`src/rtl/usl_map.svh`:
```
// Purpose: Offsets, field positions, key and read values and timing counts of the sleep/loopback block
// Assumes: 50 MHz system clock
// Notes:   Definitions only
`ifndef USL_MAP_SVH
`define USL_MAP_SVH
`define USL_A_HOLD      3'h0
`define USL_A_IER       3'h1
`define USL_A_ISR       3'h2
`define USL_A_LCR       3'h3
`define USL_A_MCR       3'h4
`define USL_A_LSR       3'h5
`define USL_A_MSR       3'h6
`define USL_A_SPR       3'h7
`define USL_ISR_NONE    0
`define USL_IER_SLEEP   4
`define USL_EFR_ENH     4
`define USL_MCR_LOOP    4
`define USL_LCR_DLAB    7
`define USL_LCR_ENH     8'hBF
`define USL_RD_ZERO     8'h00
`define USL_CLK_MHZ     50
`define USL_CP_IDLE_S   30
`define USL_CP_WAKE_US  45
`define USL_CP_IDLE_CYC (`USL_CP_IDLE_S * `USL_CLK_MHZ * 1000000)
`define USL_CP_WAKE_CYC (`USL_CP_WAKE_US * `USL_CLK_MHZ)
`endif

```
`src/rtl/usl_pkg.sv`:
```
// Purpose: Types of the sleep/loopback block
// Assumes: Widths match usl_map.svh
// Notes:   Module state other than the ast_wait check counter is one packed struct
package usl_pkg;
	typedef enum logic {USL_UART_AWAKE, USL_UART_ASLEEP} usl_uart_st_t;
	typedef enum logic [1:0] {USL_CP_ON, USL_CP_OFF, USL_CP_WAKING} usl_cp_st_t;

	typedef struct packed {
		logic       cs;
		logic       rd;
		logic       wr;
		logic [2:0] addr;
		logic [7:0] data;
		logic       rxd;
		logic       cts_n;
		logic       charge_pump_autosleep_pin;
	} usl_pins_t;

	typedef struct packed {
		logic [7:0] dll;
		logic [7:0] divisor_high;
		logic [7:0] interrupt_enable;
		logic [7:0] enhanced_function;
		logic [7:0] line_control;
		logic [7:0] modem_control;
		logic [7:0] scratchpad;
		logic [7:0] xon1;
		logic [7:0] xon2;
		logic [7:0] xoff1;
		logic [7:0] xoff2;
	} usl_cfg_t;

	typedef struct packed {
		usl_pins_t    s1;
		usl_pins_t    s2;
		logic         cs_d;
		logic         rd_d;
		logic         wr_d;
		logic         rxd_d;
		usl_cfg_t     cfg;
		usl_uart_st_t uart_st;
		usl_cp_st_t   cp_st;
		logic [30:0]  idle_cnt;
		logic [11:0]  wake_cnt;
		logic [7:0]   data_out;
		logic         data_oe;
		logic [7:0]   wr_data;
		logic         hold_wr;
		logic         fifo_ctrl_wr;
		logic         rhr_rd;
		logic         txd;
		logic         rts_n;
		logic         rx_core;
		logic         cts_n_core;
		logic         osc_en;
		logic         cp_en;
		logic         cp_ready;
		logic         drv_oe;
	} usl_state_t;
endpackage

```
`src/rtl/usl_top.sv`:
```
// Purpose: Power management, loopback and register decode of a UART with RS-232 transceiver
// Assumes: SYS_CLK runs free; the crystal oscillator is gated by CRYSTAL_OUT_PIN_EN
// Notes:   Host bus pins are asynchronous and pass two flip-flops first
// Overview of operation
// - Sleep needs no interrupt, divisor, enable, idle
// - Sleeping stops the crystal oscillator output
// - Receive rising edge or transmit write wakes
// - Resleep automatically; never sleep while pending
// - Sleep behaviour lasts until enable cleared
// - Autosleep pin low keeps pump on
// - Pump off after thirty seconds quiet
// - Pump off tri-states drivers, registers stay
// - Pump wakes on activity, ready after 45us
// - Full sleep when asleep and pin high
// - Leave full sleep on pin low, oscillator
// - Modem control bit four enables loopback
// - Transmit output loops into receive input
// - Transmit and RTS pins high, inputs ignored
// - Three address lines decoded under chip select
// - Address zero: holding or divisor low
// - Address one: interrupt enable or divisor high
// - Zero divisor shows revision and identity
// - Address two: status, FIFO control, enhanced
// - Line control always; upper four normal set
// - Enhanced bank writes four flow characters
// - Upper enable bits need enhanced enable
`timescale 1ns/1ns
`include "usl_map.svh"
module usl_top #(
	parameter int unsigned IDLE_CYCLES = `USL_CP_IDLE_CYC,
	parameter logic [7:0]  REV_CODE    = 8'h01,
	parameter logic [7:0]  ID_CODE     = 8'h02
) (
	input  wire logic             SYS_CLK,
	input  wire logic             RST_N,
	input  wire logic             CS_N,
	input  wire logic             RD_N,
	input  wire logic             WR_N,
	input  wire logic [2:0]       ADDR,
	input  wire logic [7:0]       DATA_IN,
	output logic      [7:0]       DATA_OUT,
	output logic                  DATA_OE,
	input  wire logic             RXD_PIN,
	input  wire logic             CTS_N_PIN,
	input  wire logic             CHARGE_PUMP_AUTOSLEEP_PIN,
	output logic                  TXD_PIN,
	output logic                  RTS_N_PIN,
	output logic                  CRYSTAL_OUT_PIN_EN,
	output logic                  CHARGE_PUMP_EN,
	output logic                  CHARGE_PUMP_READY,
	output logic                  DRIVER_OE,
	input  wire logic             TX_FROM_CORE,
	input  wire logic             RTS_N_FROM_CORE,
	input  wire logic             TX_BUSY,
	input  wire logic [7:0]       ISR_IN,
	input  wire logic [7:0]       LSR_IN,
	input  wire logic [7:0]       MSR_IN,
	input  wire logic [7:0]       RHR_IN,
	output logic                  RX_TO_CORE,
	output logic                  CTS_N_TO_CORE,
	output logic                  HOLD_WR,
	output logic                  FIFO_CTRL_WR,
	output logic                  RHR_RD,
	output logic      [7:0]       WR_DATA,
	output usl_pkg::usl_cfg_t     CFG
);
	localparam logic [30:0] IDLE_LAST = 31'(IDLE_CYCLES - 1);
	localparam logic [11:0] WAKE_LAST = 12'(`USL_CP_WAKE_CYC - 1);
	localparam int          WAKE_CYC  = `USL_CP_WAKE_CYC;

	generate
		if (IDLE_CYCLES < 2 || IDLE_CYCLES > 32'h7FFF_FFFF)
		begin : g_bad_idle
			$error("IDLE_CYCLES out of range");
		end
		if (WAKE_CYC < 2 || WAKE_CYC > 4096)
		begin : g_bad_wake
			$error("Pump wake count does not fit its counter");
		end
	endgenerate

	usl_pkg::usl_state_t cur;
	usl_pkg::usl_state_t nxt;
	logic                wr_go;
	logic                rd_end;
	logic                enh;
	logic                dlab;
	logic                div_zero;
	logic [2:0]          addr;
	logic [7:0]          d;
	logic [7:0]          rdat;
	logic                thr_go;
	logic                rx_edge;
	logic                tx_act;
	logic                wake;
	logic                sleep_ok;
	logic                idle_done;
	logic                loop;

	always_comb
	begin
		nxt          = cur;
		nxt.s1.cs    = !CS_N;
		nxt.s1.rd    = !RD_N;
		nxt.s1.wr    = !WR_N;
		nxt.s1.addr  = ADDR;
		nxt.s1.data  = DATA_IN;
		nxt.s1.rxd   = RXD_PIN;
		nxt.s1.cts_n = CTS_N_PIN;
		nxt.s1.charge_pump_autosleep_pin   = CHARGE_PUMP_AUTOSLEEP_PIN;
		nxt.s2       = cur.s1;
		nxt.cs_d     = cur.s2.cs;
		nxt.rd_d     = cur.s2.rd;
		nxt.wr_d     = cur.s2.wr;
		nxt.rxd_d    = cur.s2.rxd;

		// Strobe ends qualify the access, so address and data have settled
		wr_go    = cur.wr_d && !cur.s2.wr && cur.cs_d;
		rd_end   = cur.rd_d && !cur.s2.rd && cur.cs_d;
		addr     = cur.s2.addr;
		d        = cur.s2.data;
		enh      = cur.cfg.line_control == `USL_LCR_ENH;
		dlab     = cur.cfg.line_control[`USL_LCR_DLAB];
		div_zero = {cur.cfg.divisor_high, cur.cfg.dll} == 16'h0000;
		thr_go   = wr_go && addr == `USL_A_HOLD && !dlab;

		nxt.hold_wr      = 1'b0;
		nxt.fifo_ctrl_wr = 1'b0;
		nxt.rhr_rd       = rd_end && addr == `USL_A_HOLD && !dlab;
		if (wr_go)
		begin
			nxt.wr_data = d;
			case (addr)
				`USL_A_HOLD:
				begin
					if (dlab)
						nxt.cfg.dll = d;
					else
						nxt.hold_wr = 1'b1;
				end
				`USL_A_IER:
				begin
					if (dlab)
						nxt.cfg.divisor_high = d;
					else if (cur.cfg.enhanced_function[`USL_EFR_ENH])
						nxt.cfg.interrupt_enable = d;
					else
						nxt.cfg.interrupt_enable = {cur.cfg.interrupt_enable[7:4], d[3:0]};
				end
				`USL_A_ISR:
				begin
					if (enh)
						nxt.cfg.enhanced_function = d;
					else
						nxt.fifo_ctrl_wr = 1'b1;
				end
				`USL_A_LCR: nxt.cfg.line_control = d;
				`USL_A_MCR:
				begin
					if (enh)
						nxt.cfg.xon1 = d;
					else
						nxt.cfg.modem_control = d;
				end
				`USL_A_LSR:
				begin
					// Line status is read only; outside the enhanced bank the write is dropped
					if (enh)
						nxt.cfg.xon2 = d;
				end
				`USL_A_MSR:
				begin
					if (enh)
						nxt.cfg.xoff1 = d;
				end
				`USL_A_SPR:
				begin
					if (enh)
						nxt.cfg.xoff2 = d;
					else
						nxt.cfg.scratchpad = d;
				end
				default: nxt.wr_data = d;
			endcase
		end

		// Flow characters are write only, so the enhanced bank reads zero above address 3
		case (addr)
			`USL_A_HOLD: rdat = dlab ? (div_zero ? REV_CODE : cur.cfg.dll) : RHR_IN;
			`USL_A_IER:  rdat = dlab ? (div_zero ? ID_CODE : cur.cfg.divisor_high) : cur.cfg.interrupt_enable;
			`USL_A_ISR:  rdat = enh ? cur.cfg.enhanced_function : ISR_IN;
			`USL_A_LCR:  rdat = cur.cfg.line_control;
			`USL_A_MCR:  rdat = enh ? `USL_RD_ZERO : cur.cfg.modem_control;
			`USL_A_LSR:  rdat = enh ? `USL_RD_ZERO : LSR_IN;
			`USL_A_MSR:  rdat = enh ? `USL_RD_ZERO : MSR_IN;
			`USL_A_SPR:  rdat = enh ? `USL_RD_ZERO : cur.cfg.scratchpad;
			default:     rdat = `USL_RD_ZERO;
		endcase
		nxt.data_oe  = cur.s2.cs && cur.s2.rd;
		nxt.data_out = rdat;

		// Wake sources are seen on the free clock, so a stopped oscillator loses none
		rx_edge  = !cur.rxd_d && cur.s2.rxd;
		tx_act   = thr_go || TX_BUSY;
		wake     = rx_edge || thr_go;
		sleep_ok = ISR_IN[`USL_ISR_NONE] && !div_zero && cur.cfg.interrupt_enable[`USL_IER_SLEEP]
			&& !cur.s2.rxd && !TX_BUSY && !wake;

		case (cur.uart_st)
			usl_pkg::USL_UART_AWAKE:
			begin
				if (sleep_ok)
					nxt.uart_st = usl_pkg::USL_UART_ASLEEP;
			end
			usl_pkg::USL_UART_ASLEEP:
			begin
				if (wake || !cur.cfg.interrupt_enable[`USL_IER_SLEEP])
					nxt.uart_st = usl_pkg::USL_UART_AWAKE;
			end
			default: nxt.uart_st = usl_pkg::USL_UART_AWAKE;
		endcase

		if (tx_act || rx_edge || cur.s2.rxd)
			nxt.idle_cnt = 31'h0000_0000;
		else if (cur.idle_cnt != IDLE_LAST)
			nxt.idle_cnt = cur.idle_cnt + 31'h0000_0001;
		idle_done = cur.idle_cnt == IDLE_LAST;

		case (cur.cp_st)
			usl_pkg::USL_CP_ON:
			begin
				if (!cur.s2.charge_pump_autosleep_pin)
					nxt.cp_st = usl_pkg::USL_CP_ON;
				else if (cur.uart_st == usl_pkg::USL_UART_ASLEEP && !wake)
					nxt.cp_st = usl_pkg::USL_CP_OFF;
				else if (idle_done && !tx_act && !rx_edge)
					nxt.cp_st = usl_pkg::USL_CP_OFF;
			end
			usl_pkg::USL_CP_OFF:
			begin
				if (!cur.s2.charge_pump_autosleep_pin || wake || nxt.uart_st == usl_pkg::USL_UART_AWAKE
					&& cur.uart_st == usl_pkg::USL_UART_ASLEEP)
				begin
					nxt.cp_st    = usl_pkg::USL_CP_WAKING;
					nxt.wake_cnt = 12'h000;
				end
			end
			usl_pkg::USL_CP_WAKING:
			begin
				// Settling time is a fixed count; the pump itself gives no ready flag
				if (cur.wake_cnt == WAKE_LAST)
					nxt.cp_st = usl_pkg::USL_CP_ON;
				else
					nxt.wake_cnt = cur.wake_cnt + 12'h001;
			end
			default: nxt.cp_st = usl_pkg::USL_CP_ON;
		endcase
		nxt.osc_en   = nxt.uart_st == usl_pkg::USL_UART_AWAKE;
		nxt.cp_en    = nxt.cp_st != usl_pkg::USL_CP_OFF;
		nxt.cp_ready = nxt.cp_st == usl_pkg::USL_CP_ON;
		nxt.drv_oe   = nxt.cp_st == usl_pkg::USL_CP_ON;

		// External inputs are dropped during loopback; the partner must keep the line quiet
		loop           = cur.cfg.modem_control[`USL_MCR_LOOP];
		nxt.rx_core    = loop ? TX_FROM_CORE : cur.s2.rxd;
		nxt.cts_n_core = loop ? RTS_N_FROM_CORE : cur.s2.cts_n;
		nxt.txd        = loop ? 1'b1 : TX_FROM_CORE;
		nxt.rts_n      = loop ? 1'b1 : RTS_N_FROM_CORE;
	end

	always_ff @(posedge SYS_CLK or negedge RST_N)
	begin
		if (!RST_N)
			cur <= '0;
		else
			cur <= nxt;
	end

	assign DATA_OUT           = cur.data_out;
	assign DATA_OE            = cur.data_oe;
	assign TXD_PIN            = cur.txd;
	assign RTS_N_PIN          = cur.rts_n;
	assign CRYSTAL_OUT_PIN_EN = cur.osc_en;
	assign CHARGE_PUMP_EN     = cur.cp_en;
	assign CHARGE_PUMP_READY  = cur.cp_ready;
	assign DRIVER_OE          = cur.drv_oe;
	assign RX_TO_CORE         = cur.rx_core;
	assign CTS_N_TO_CORE      = cur.cts_n_core;
	assign HOLD_WR            = cur.hold_wr;
	assign FIFO_CTRL_WR       = cur.fifo_ctrl_wr;
	assign RHR_RD             = cur.rhr_rd;
	assign WR_DATA            = cur.wr_data;
	assign CFG                = cur.cfg;

	// Helper for the pump settling check
	logic [12:0] ast_wait;
	always_ff @(posedge SYS_CLK or negedge RST_N)
	begin
		if (!RST_N)
			ast_wait <= 13'h0000;
		else if (cur.cp_st == usl_pkg::USL_CP_OFF)
			ast_wait <= 13'h0000;
		else if (!cur.cp_ready)
			ast_wait <= ast_wait + 13'h0001;
	end
endmodule

```
`config.mk`:
```
export PLATFORM = sky130hd
export DESIGN_NAME = usl_top
export DESIGN_NICKNAME = d
export VERILOG_FILES = /design/src/rtl/usl_pkg.sv /design/src/rtl/usl_top.sv
export VERILOG_INCLUDE_DIRS = /design/src /design/src/rtl
export SDC_FILE = /design/constraint.sdc
export NUM_CORES = 1
export LEC_CHECK = 0
export BUFFER_PORTS_ARGS = -buffer_cell sky130_fd_sc_hd__buf_2
export CAP_MARGIN = 20
export CORE_UTILIZATION = 50
export CTS_CLUSTER_DIAMETER = 50
export CTS_CLUSTER_SIZE = 8
export DETAILED_ROUTE_END_ITERATION = 8
export PLACE_DENSITY = 0.76
export SYNTH_ARGS = -nofsm -noshare
export SYNTH_HDL_FRONTEND = slang
export SYNTH_SLANG_ARGS = --single-unit
export TNS_END_PERCENT = 20
```
`constraint.sdc`:
```
create_clock -name SYS_CLK -period 2.8 [get_ports SYS_CLK]
set_clock_uncertainty 0.15 [all_clocks]
set_input_delay 0.28 -clock SYS_CLK [delete_from_list [all_inputs] [get_ports SYS_CLK]]
set_output_delay 0.28 -clock SYS_CLK [all_outputs]
set_load 0.01 [all_outputs]
```
==> run_results.csv, run 1 <==
group,metric,value,unit
global_routing,antenna_found_initial,3,
final_layout,multi_input_area,3280,um2
synth,synth_area_leaders,"dfrtp_1 54%, mux2_2 11%, buf_4 8.6%, nand2_1 2.5%, o21ai_0 1.6%",
final_layout,syn2layout_area_growth,13.1,%
critical_path,r2r_end,"CFG[23]",
routing,drt_iter0_drc,481,
floorplanning,core,18100,um2
floorplanning,die_w,138,um
routing,wirelength,22000,um
timing,slew_headroom,0.549,
timing,setup_violations,0,
critical_path,required,2960,ps
pwr,p_leak,5.05,nW
critical_path,crit_type,"reg2reg",
pwr,power.total,6.50,mW
pwr,power_density,620,nW/um2
timing,min_period,2530,ps
synth,avgSynthCellArea,11.7,um2
critical_path,endpoint_kind,"flop",
timing,finalSetupTns,0,ps
timing,finalHoldViolations,0,
synth,ys_seq_elements,199,
placement,place_congestion,0.835,
cts,tritoncts,"built",
synth,ys_warn_count,0,
global_routing,groute.usage.overall,0.238,
routing,vias_per_cell,5.60,
cts,cts_resized,0,
floorplanning,initial_core_util,0.512,
synth,synthCells,791,
routing,num_vias,6281,
cts,postCtsHoldBufs,20,
global_routing,grt_pass1_vias,6279,
global_routing,grt_pass1_wl,34600,um
synth,yosys-top-cells-count,"199 x dfrtp_1, 106 x buf_4, 93 x mux2_2",
timing,timing.fmax,395,MHz
global_routing,grt_start_max_net_pins,75,
critical_path,rrSetupSlack,270,ps
cts,post_cts_buffers,0,
floorplanning,die_area,19100,um2
final_layout,seq_area,4980,um2
outcome,status,"finished, violations left",
pwr,p_seq_frac,0.493,
floorplanning,die_y,138,um
final_layout,n_fill_cell,1480,
timing,worst_pin_slew,671,ps
synth,yosysMostFrequentCell,"dfrtp_1",
cts,clock-root-buffer,"clkbuf_16",
floorplanning,num_rows,49,
cts,clockBufferDepth,2,
synth,yosysSeqAreaShare,0.538,
worst_hold_path,min_path_type,"in2reg",
pwr,peakVddDrop,0.440,mV
routing,drcViolationCount,26,
cts,cts_buffers,17,
routing,ant_nets,0,
routing,dr.pass1.iters,7,
cts,clk_pin_slew,70,ps
synth,syn_area,9260,um2
synth,synth-edff-count,0,
cts,h-tree-depth,4,
cts,clkSinkCount,199,
outcome,violations,"design-rule violations",
final_layout,drive_gt1_frac,0.378,
critical_path,startpoint_type,"flop",
global_routing,grt_overflow,0,
worst_hold_path,holdPathEnd,"DATA_OUT[5]",
timing,rsz0062_at_grt,"false",
pwr,p_int,4.85,mW
floorplanning,io_pins,170,
critical_path,r2r-start,"CFG[55]",
final_layout,final_nets,934,
synth,netlist.area_leader.share,0.538,
worst_hold_path,holdPathStages,3,
timing,post-route-period-util,0.905,
synth,yosysUniqueCellTypes,58,
routing,avgRoutedWirePerCell,19.6,um
critical_path,r2r_cells,4,
pwr,netSwitchingFraction,0.254,
critical_path,crit_arrival,2700,ps
timing,slew_violations,0,
final_layout,fin_cells,1122,
pwr,clkPwrFrac,0.400,
pwr,power.share.combinational,0.107,
synth,synth_fp_nets,848,
synth,synth_area_leader_cell,"dfrtp_1",
placement,place_hpwl,15400,um
pwr,switching_power,1.65,mW
cts,worstSkewPairLatency,430,ps
synth,ys_async_sr_fraction,1.00,
run,maxCapViolCount,0,
critical_path,worstPathMaxFanout,11,
placement,placed_cells,1067,
worst_hold_path,min_from,"RHR_IN[5]",
synth,synth_ff_type,"dfrtp_1",
placement,io_buffer_count,169,
-- logic make-up after synthesis --
kind of cell	share of synthesized area
buf+inv	0.109
mux	0.133
simple gates	0.134
flops	0.538
xor+xnor	0.0199
fa+ha+maj	0.00405
compound gates	0.0626
-- flip-flops by register name, summed over array words and instances (netlist names) --
register,flops
RX_TO_CORE,1
CTS_N_TO_CORE,1
TXD_PIN,1
DRIVER_OE,1
CRYSTAL_OUT_PIN_EN,1
d,8
CFG,88
cur,73
CHARGE_PUMP_EN,1
addr,3
WR_DATA,8
DATA_OUT,8
FIFO_CTRL_WR,1
RHR_RD,1
RTS_N_PIN,1
HOLD_WR,1
DATA_OE,1
-- routing by layer --
metal | global-route usage | up-vias | share of wire | routed length [um]
li1 | - | 2860 | - | -
met1 | 0.317 | 3164 | 0.44 | 9700
met2 | 0.378 | 221 | 0.47 | 10400
met3 | 0.0478 | 36 | 0.053 | 1160
met4 | 0.106 | 0 | 0.032 | 711
met5 | 0 | - | 0 | 0
-- cells in the final DEF, fill, tap and decap left out, drive strengths merged, types with 18 or more instances in the layout --
cell	n
nor2	34
mux2	93
or3	21
dfrtp	199
a21oi	22
nand3	20
inv	18
nand2	61
o21ai	29
buf	186
clkbuf	22
dlygate4sd3	20
-- worst max-delay path by stage --
stage	startpoint	slack [ps]	end
finish	CFG[55]	270	CFG[23]
floorplan	CFG[55]	520	CFG[24]
CTS	CFG[55]	300	CFG[28]
global placement	CFG[55]	370	CFG[26]
detailed placement	CFG[55]	300	CFG[23]
global route	addr[0]	140	CFG[63]
-- layout make-up --
cell class,count,share of cell area
Antenna cell,3,0.000717
Clock buffer,21,0.0449
Clock inverter,11,0.0158
Inverter,16,0.00573
Multi-Input combinational cell,436,0.313
Sequential cell,199,0.475
Tap cell,229,0.0273
Timing Repair Buffer,207,0.117
-- worst max-delay path: stages, from the launching register on --
cell     delay, ps
dfrtp_1        520
nand4_2        150
or4b_4         650
nor4_4         540
mux2_2         400
-- per-stage QoR --
| stage | area [um2] | setup slack [ps] | utilization | hold slack (ps) |
|---|---|---|---|---|
| 4_1_cts | 10500 | 299 | 0.579 | 3.86 |
| 3_5_place_dp | 9630 | 302 | 0.533 | 186 |
| 2_1_floorplan | 9260 | 520 | - | -166 |
| 3_3_place_gp | 9630 | 374 | 0.533 | 183 |
| 5_1_grt | 10500 | 142 | 0.579 | 57.0 |
| 6_report | 10500 | 266 | 0.579 | 17.3 |
-- power groups by stage --
| stage | combinational [mW] | sequential, mW | clock, mW |
|---|---|---|---|
| floorplan | 0.526 | 3.18 | 0 |
| global placement | 0.666 | 3.24 | 0 |
| detailed placement | 0.678 | 3.25 | 0 |
| CTS | 0.703 | 3.20 | 2.63 |
| global route | 0.750 | 3.22 | 2.74 |
| finish | 0.696 | 3.20 | 2.60 |
Power figures use the tool's default switching activity.
==> run 2: changes to the inputs <==
--- a/config.mk
+++ b/config.mk
@@ -6,6 +6,7 @@
 export SDC_FILE = /design/constraint.sdc
 export NUM_CORES = 1
 export LEC_CHECK = 0
+export ABC_AREA = 1
 export BUFFER_PORTS_ARGS = -buffer_cell sky130_fd_sc_hd__buf_2
 export CAP_MARGIN = 20
 export CORE_UTILIZATION = 50
==> run_results.csv, run 2 <==
group,metric,value,unit
outcome,status,"finished clean",
critical_path,max_stage_delay,610,ps
timing,worst_pin_slew,678,ps
placement,placed_cells,1379,
run,maxCapViolCount,0,
floorplanning,io_pins,170,
final_layout,largest_reg_flops,88,
final_layout,final_nets,1253,
synth,yosysUniqueCellTypes,38,
critical_path,endpoint_kind,"flop",
cts,cts_resized,0,
worst_hold_path,min_path_type,"in2reg",
synth,yosys-top-cells-count,"262 x nand2_1, 199 x dfrtp_1, 107 x buf_4",
critical_path,crit_arrival,2500,ps
synth,avgSynthCellArea,8.55,um2
global_routing,groute.usage.overall,0.247,
routing,avgRoutedWirePerCell,16.2,um
synth,ys_warn_count,0,
global_routing,antenna_found_initial,1,
floorplanning,die_area,19500,um2
final_layout,syn2layout_area_growth,11.7,%
synth,synth-edff-count,0,
synth,syn_area,9470,um2
timing,slew_headroom,0.547,
timing,timing.fmax,436,MHz
synth,synthCells,1107,
critical_path,crit_chain,"inv_1 > nand3_2 > o21bai_4 > nor3_4 > o21ai_0 > o21ai_0",
critical_path,cp.buffers_inverters,1,
timing,finalSetupTns,0,ps
synth,yosysMostFrequentCell,"nand2_1",
routing,num_vias,7542,
routing,dr.pass1.iters,5,
final_layout,fin_cells,1438,
routing,ant_nets,0,
synth,yosysSeqAreaShare,0.526,
synth,ys_async_sr_fraction,1.00,
critical_path,crit_family,"simple AND/OR/NAND/NOR gates",
final_layout,n_antenna_cell,0,
critical_path,startpoint_type,"flop",
floorplanning,initial_core_util,0.518,
critical_path,crit_top_cell,"o21ai_0",
global_routing,grt_start_max_net_pins,67,
synth,synth_area_leaders,"dfrtp_1 53%, nand2_1 10%, buf_4 8.5%, nor2_1 4.2%, o21ai_0 3.5%",
timing,finalHoldViolations,0,
cts,clkSinkCount,199,
critical_path,worstPathMaxFanout,16,
pwr,peakVddDrop,0.443,mV
cts,tritoncts,"built",
floorplanning,die_w,140,um
timing,post-route-period-util,0.820,
routing,wirelength,23300,um
routing,drt_iter0_drc,708,
floorplanning,die_y,140,um
timing,min_period,2300,ps
synth,netlist.area_leader.share,0.526,
synth,synth_fp_nets,1164,
pwr,power.total,6.14,mW
cts,cts_buffers,17,
placement,io_buffer_count,169,
critical_path,cpMaxStageDelayCell,"dfrtp_1",
cts,clock-root-buffer,"clkbuf_16",
final_layout,drive_gt1_frac,0.208,
cts,h-tree-depth,4,
routing,drcViolationCount,0,
synth,synth_ff_type,"dfrtp_1",
floorplanning,core,18300,um2
synth,ys_seq_elements,199,
floorplanning,num_rows,49,
final_layout,final_common_cell,"nand2_1",
timing,setup_violations,0,
synth,synth_area_leader_cell,"dfrtp_1",
cts,worstSkewPairLatency,430,ps
cts,clockBufferDepth,2,
placement,place_hpwl,16400,um
global_routing,grt_pass1_wl,36900,um
timing,rsz0062_at_grt,"false",
timing,slew_violations,0,
pwr,power_density,580,nW/um2
pwr,p_leak,5.16,nW
placement,place_congestion,0.938,
global_routing,grt_pass1_vias,6974,
routing,vias_per_cell,5.24,
cts,clk_pin_slew,70,ps
global_routing,grt_overflow,0,
final_layout,final_cell_mix,"262 x nand2_1, 199 x dfrtp_1, 168 x buf_2",
critical_path,crit_type,"reg2reg",
critical_path,required,3000,ps
-- run 2: path summary, 6_finish.rpt --
kind,startpoint,to,slack (ps),cells after the start
worst max-delay path,CFG[55],cur[41],500,6
worst min-delay path,RHR_IN[5],DATA_OUT[5],70,5
worst max register to register,CFG[55],cur[41],500,6
worst min register to register,cur[184],cur[167],200,0
max in group asynchronous,RST_N,cur[66],1510,3
min in group asynchronous,RST_N,CFG[29],250,2
-- run 2: what timing repair did --
| action | CTS | global route |
|---|---|---|
| endpoints found under the hold margin | 91 | 0 |
| hold buffers | 27 | 0 |
| buffers inserted | 0 | 0 |
-- run 2: layout make-up --
type | count | area, um2
inverters | 95 | 357
clock inverters | 11 | 91.3
flip-flops and latches | 199 | 4980
multi-input cells | 683 | 3220
fillers | 1626 | 7690
repair buffers | 200 | 1180
clock buffers | 21 | 460
well taps | 229 | 287
-- run 2: routing by layer --
layer,vias up,share of wire,track usage
met4,0,0.016,0.0694
met1,3574,0.43,0.339
met3,27,0.082,0.0602
met5,-,0,0
li1,3633,-,-
met2,308,0.47,0.391
-- run 2: worst min-delay path: cells and delay by family --
| kind | cells | cell delay [ps] |
|---|---|---|
| AND/OR/NAND/NOR | 3 | 190 |
| buffers and inverters | 2 | 150 |
-- run 2: logic make-up (layout without fill, tap and decap cells) --
| group | Yosys count | count (layout) | share of synthesized area |
|---|---|---|---|
| AO/OA/AOI/OAI | 157 | 157 | 0.0881 |
| XOR/XNOR | 16 | 16 | 0.0148 |
| adder cells (fa/ha/maj) | 3 | 3 | 0.00396 |
| buffers and inverters | 225 | 327 | 0.134 |
| flip-flops | 199 | 199 | 0.526 |
| AND/OR/NAND/NOR | 507 | 507 | 0.234 |
-- run 2: per-stage QoR --
| stage | instance area, um2 | utilization | hold slack [ps] | setup WS, ps |
|---|---|---|---|---|
| after floorplan | 9470 | - | -166 | 1140 |
| after global placement | 9760 | 0.534 | 161 | 587 |
| after detailed placement | 9760 | 0.534 | 169 | 510 |
| after CTS | 10600 | 0.579 | 60.4 | 506 |
| after global routing | 10600 | 0.579 | 84.6 | 284 |
| final | 10600 | 0.579 | 74.4 | 504 |
-- run 2: report_power, final --
| part | internal, mW | total (mW) | switching [mW] |
|---|---|---|---|
| logic | 0.244 | 0.655 | 0.412 |
| registers | 3.03 | 3.17 | 0.138 |
| clock network | 1.21 | 2.31 | 1.11 |
| total | 4.48 | 6.14 | 1.66 |
==> run 3: changes to the inputs <==
==> constraint.sdc (replaced) <==
create_clock -name SYS_CLK -period 2.4 [get_ports SYS_CLK]
set_clock_uncertainty 0.15 [all_clocks]
set_input_delay 0.24 -clock SYS_CLK [delete_from_list [all_inputs] [get_ports SYS_CLK]]
set_output_delay 0.24 -clock SYS_CLK [all_outputs]
set_load 0.01 [all_outputs]
==> run_results.csv, run 3 (synthesized netlist as in run 2, its figures left out) <==
group,metric,value,unit
cts,clkSinkCount,199,
routing,drt_iter0_drc,743,
cts,cts_buffers,17,
pwr,p_leak,5.23,nW
critical_path,r2r-start,"CFG[55]",
critical_path,required,2580,ps
final_layout,n_fill_cell,1612,
final_layout,fin_cells,1448,
run,maxCapViolCount,0,
floorplanning,core,18300,um2
pwr,peakVddDrop,0.510,mV
placement,dpl-instance-area,9790,um2
timing,timing.fmax,448,MHz
routing,dr.pass1.iters,7,
critical_path,r2r_end,"DATA_OUT[1]",
floorplanning,initial_core_util,0.518,
timing,whs,17.2,ps
floorplanning,num_rows,49,
critical_path,rrSetupSlack,170,ps
placement,placed_cells,1384,
final_layout,final_cell_mix,"262 x nand2_1, 199 x dfrtp_1, 168 x buf_2",
cts,worstSkewPairLatency,440,ps
cts,clk_pin_slew,80,ps
routing,drcViolationCount,0,
worst_hold_path,min_from,"ISR_IN[0]",
floorplanning,die_y,140,um
timing,post-route-period-util,0.931,
pwr,p_int,5.33,mW
timing,slew_headroom,0.551,
pwr,power_density,689,nW/um2
final_layout,fin_util,0.587,
global_routing,antenna_found_initial,0,
floorplanning,io_pins,170,
pwr,power.share.combinational,0.106,
timing,worst_pin_slew,673,ps
cts,clock-root-buffer,"clkbuf_16",
floorplanning,die_area,19500,um2
timing,setup_violations,0,
worst_hold_path,holdPathStages,3,
placement,io_buffer_count,169,
pwr,p_seq_frac,0.499,
routing,ant_nets,0,
cts,h-tree-depth,4,
critical_path,crit_type,"reg2reg",
critical_path,crit_arrival,2410,ps
final_layout,final_common_cell,"nand2_1",
routing,wirelength,23600,um
worst_hold_path,holdPathEnd,"cur[73]",
cts,clockBufferDepth,2,
pwr,switching_power,2.06,mW
global_routing,grt_start_max_net_pins,77,
final_layout,syn2layout_area_growth,13.3,%
final_layout,final_nets,1263,
outcome,status,"finished clean",
pwr,netSwitchingFraction,0.279,
critical_path,endpoint_kind,"flop",
critical_path,worstPathMaxFanout,19,
timing,finalSetupTns,0,ps
pwr,clkPwrFrac,0.395,
placement,place_hpwl,16900,um
cts,tritoncts,"built",
floorplanning,die_w,140,um
global_routing,grt_pass1_wl,37600,um
critical_path,r2r_cells,10,
critical_path,startpoint_type,"flop",
final_layout,drive_gt1_frac,0.217,
timing,slew_violations,0,
routing,vias_per_cell,5.22,
routing,num_vias,7553,
final_layout,largest_reg_flops,88,
placement,place_congestion,0.966,
final_layout,n_antenna_cell,0,
global_routing,grt_overflow,0,
final_layout,final_area,10700,um2
global_routing,groute.usage.overall,0.251,
timing,finalHoldViolations,0,
global_routing,grt_pass1_vias,7113,
worst_hold_path,min_path_type,"in2reg",
routing,avgRoutedWirePerCell,16.3,um
timing,min_period,2230,ps
[run 3: cell types whose count changed in the layout (fill, tap and decap cells not counted), moves of 2 or more]
| cell | change |
|---|---|
| clkinv_1 | -2 |
| clkinv_8 | +2 |
| clkbuf_8 | -2 |
| dlygate4sd3_1 | +2 |
| clkbuf_1 | -2 |
| buf_4 | +7 |
| inv_8 | +3 |
| clkinv_2 | -2 |
[run 3: worst max-delay path: stages, from the launching register on]
cell,delay [ps]
dfrtp_1,350
buf_4,190
nand2_1,70
nor2_1,130
nand2_2,100
buf_6,170
o21ai_0,150
nor2_1,50
a21oi_1,120
nand3_1,90
dlygate4sd3_1,570
[run 3: final cells by class]
| class | count | area (um2) | area share |
|---|---|---|---|
| clock buffer | 17 | 425 | 0.0397 |
| multi-input combinational | 683 | 3230 | 0.301 |
| clock inverter | 15 | 179 | 0.0167 |
| timing repair buffer | 210 | 1260 | 0.118 |
| sequential | 199 | 4980 | 0.464 |
| tap | 229 | 287 | 0.0267 |
| inverter | 95 | 364 | 0.0339 |
[run 3: timing repair]
item / in CTS / in global routing
hold buffers: 29 / 0
endpoints found under the hold margin: 101 / 0
buffers inserted: 0 / 3
gates resized for setup: 0 / 4
endpoints found under the setup margin: 0 / 1
[run 3: per-stage QoR]
step	worst slack, ps	total power, mW
2_1_floorplan	745	4.25
3_3_place_gp	459	4.48
3_5_place_dp	450	4.50
4_1_cts	65.7	7.44
5_1_grt	-12.7	7.68
6_report	166	7.40
[run 3: per-layer routing]
layer | part of all wire | track usage | vias up
li1 | - | - | 3651
met1 | 0.43 | 0.347 | 3532
met2 | 0.47 | 0.397 | 326
met3 | 0.082 | 0.0599 | 44
met4 | 0.020 | 0.0688 | 0
met5 | 0 | 0 | -
[run 3: power by group through the flow]
stage                     logic, mW  registers [mW]  clock network, mW
final                         0.783            3.69               2.92
after global routing          0.862            3.71               3.11
after CTS                     0.788            3.69               2.96
after detailed placement      0.747            3.75                  0
after global placement        0.731            3.75                  0
after floorplan               0.544            3.71                  0
[run 3: how the worst max path moves through the flow]
stage | from | slack, ps | cells past startpoint | to
finish | CFG[55] | 170 | 10 | DATA_OUT[1]
global route | CFG[55] | -10 | 10 | DATA_OUT[1]
CTS | CFG[51] | 70 | 9 | DATA_OUT[1]
detailed placement | addr[1] | 450 | 7 | CRYSTAL_OUT_PIN_EN
global placement | addr[1] | 460 | 7 | CRYSTAL_OUT_PIN_EN
floorplan | cur[28] | 740 | 6 | DRIVER_OE
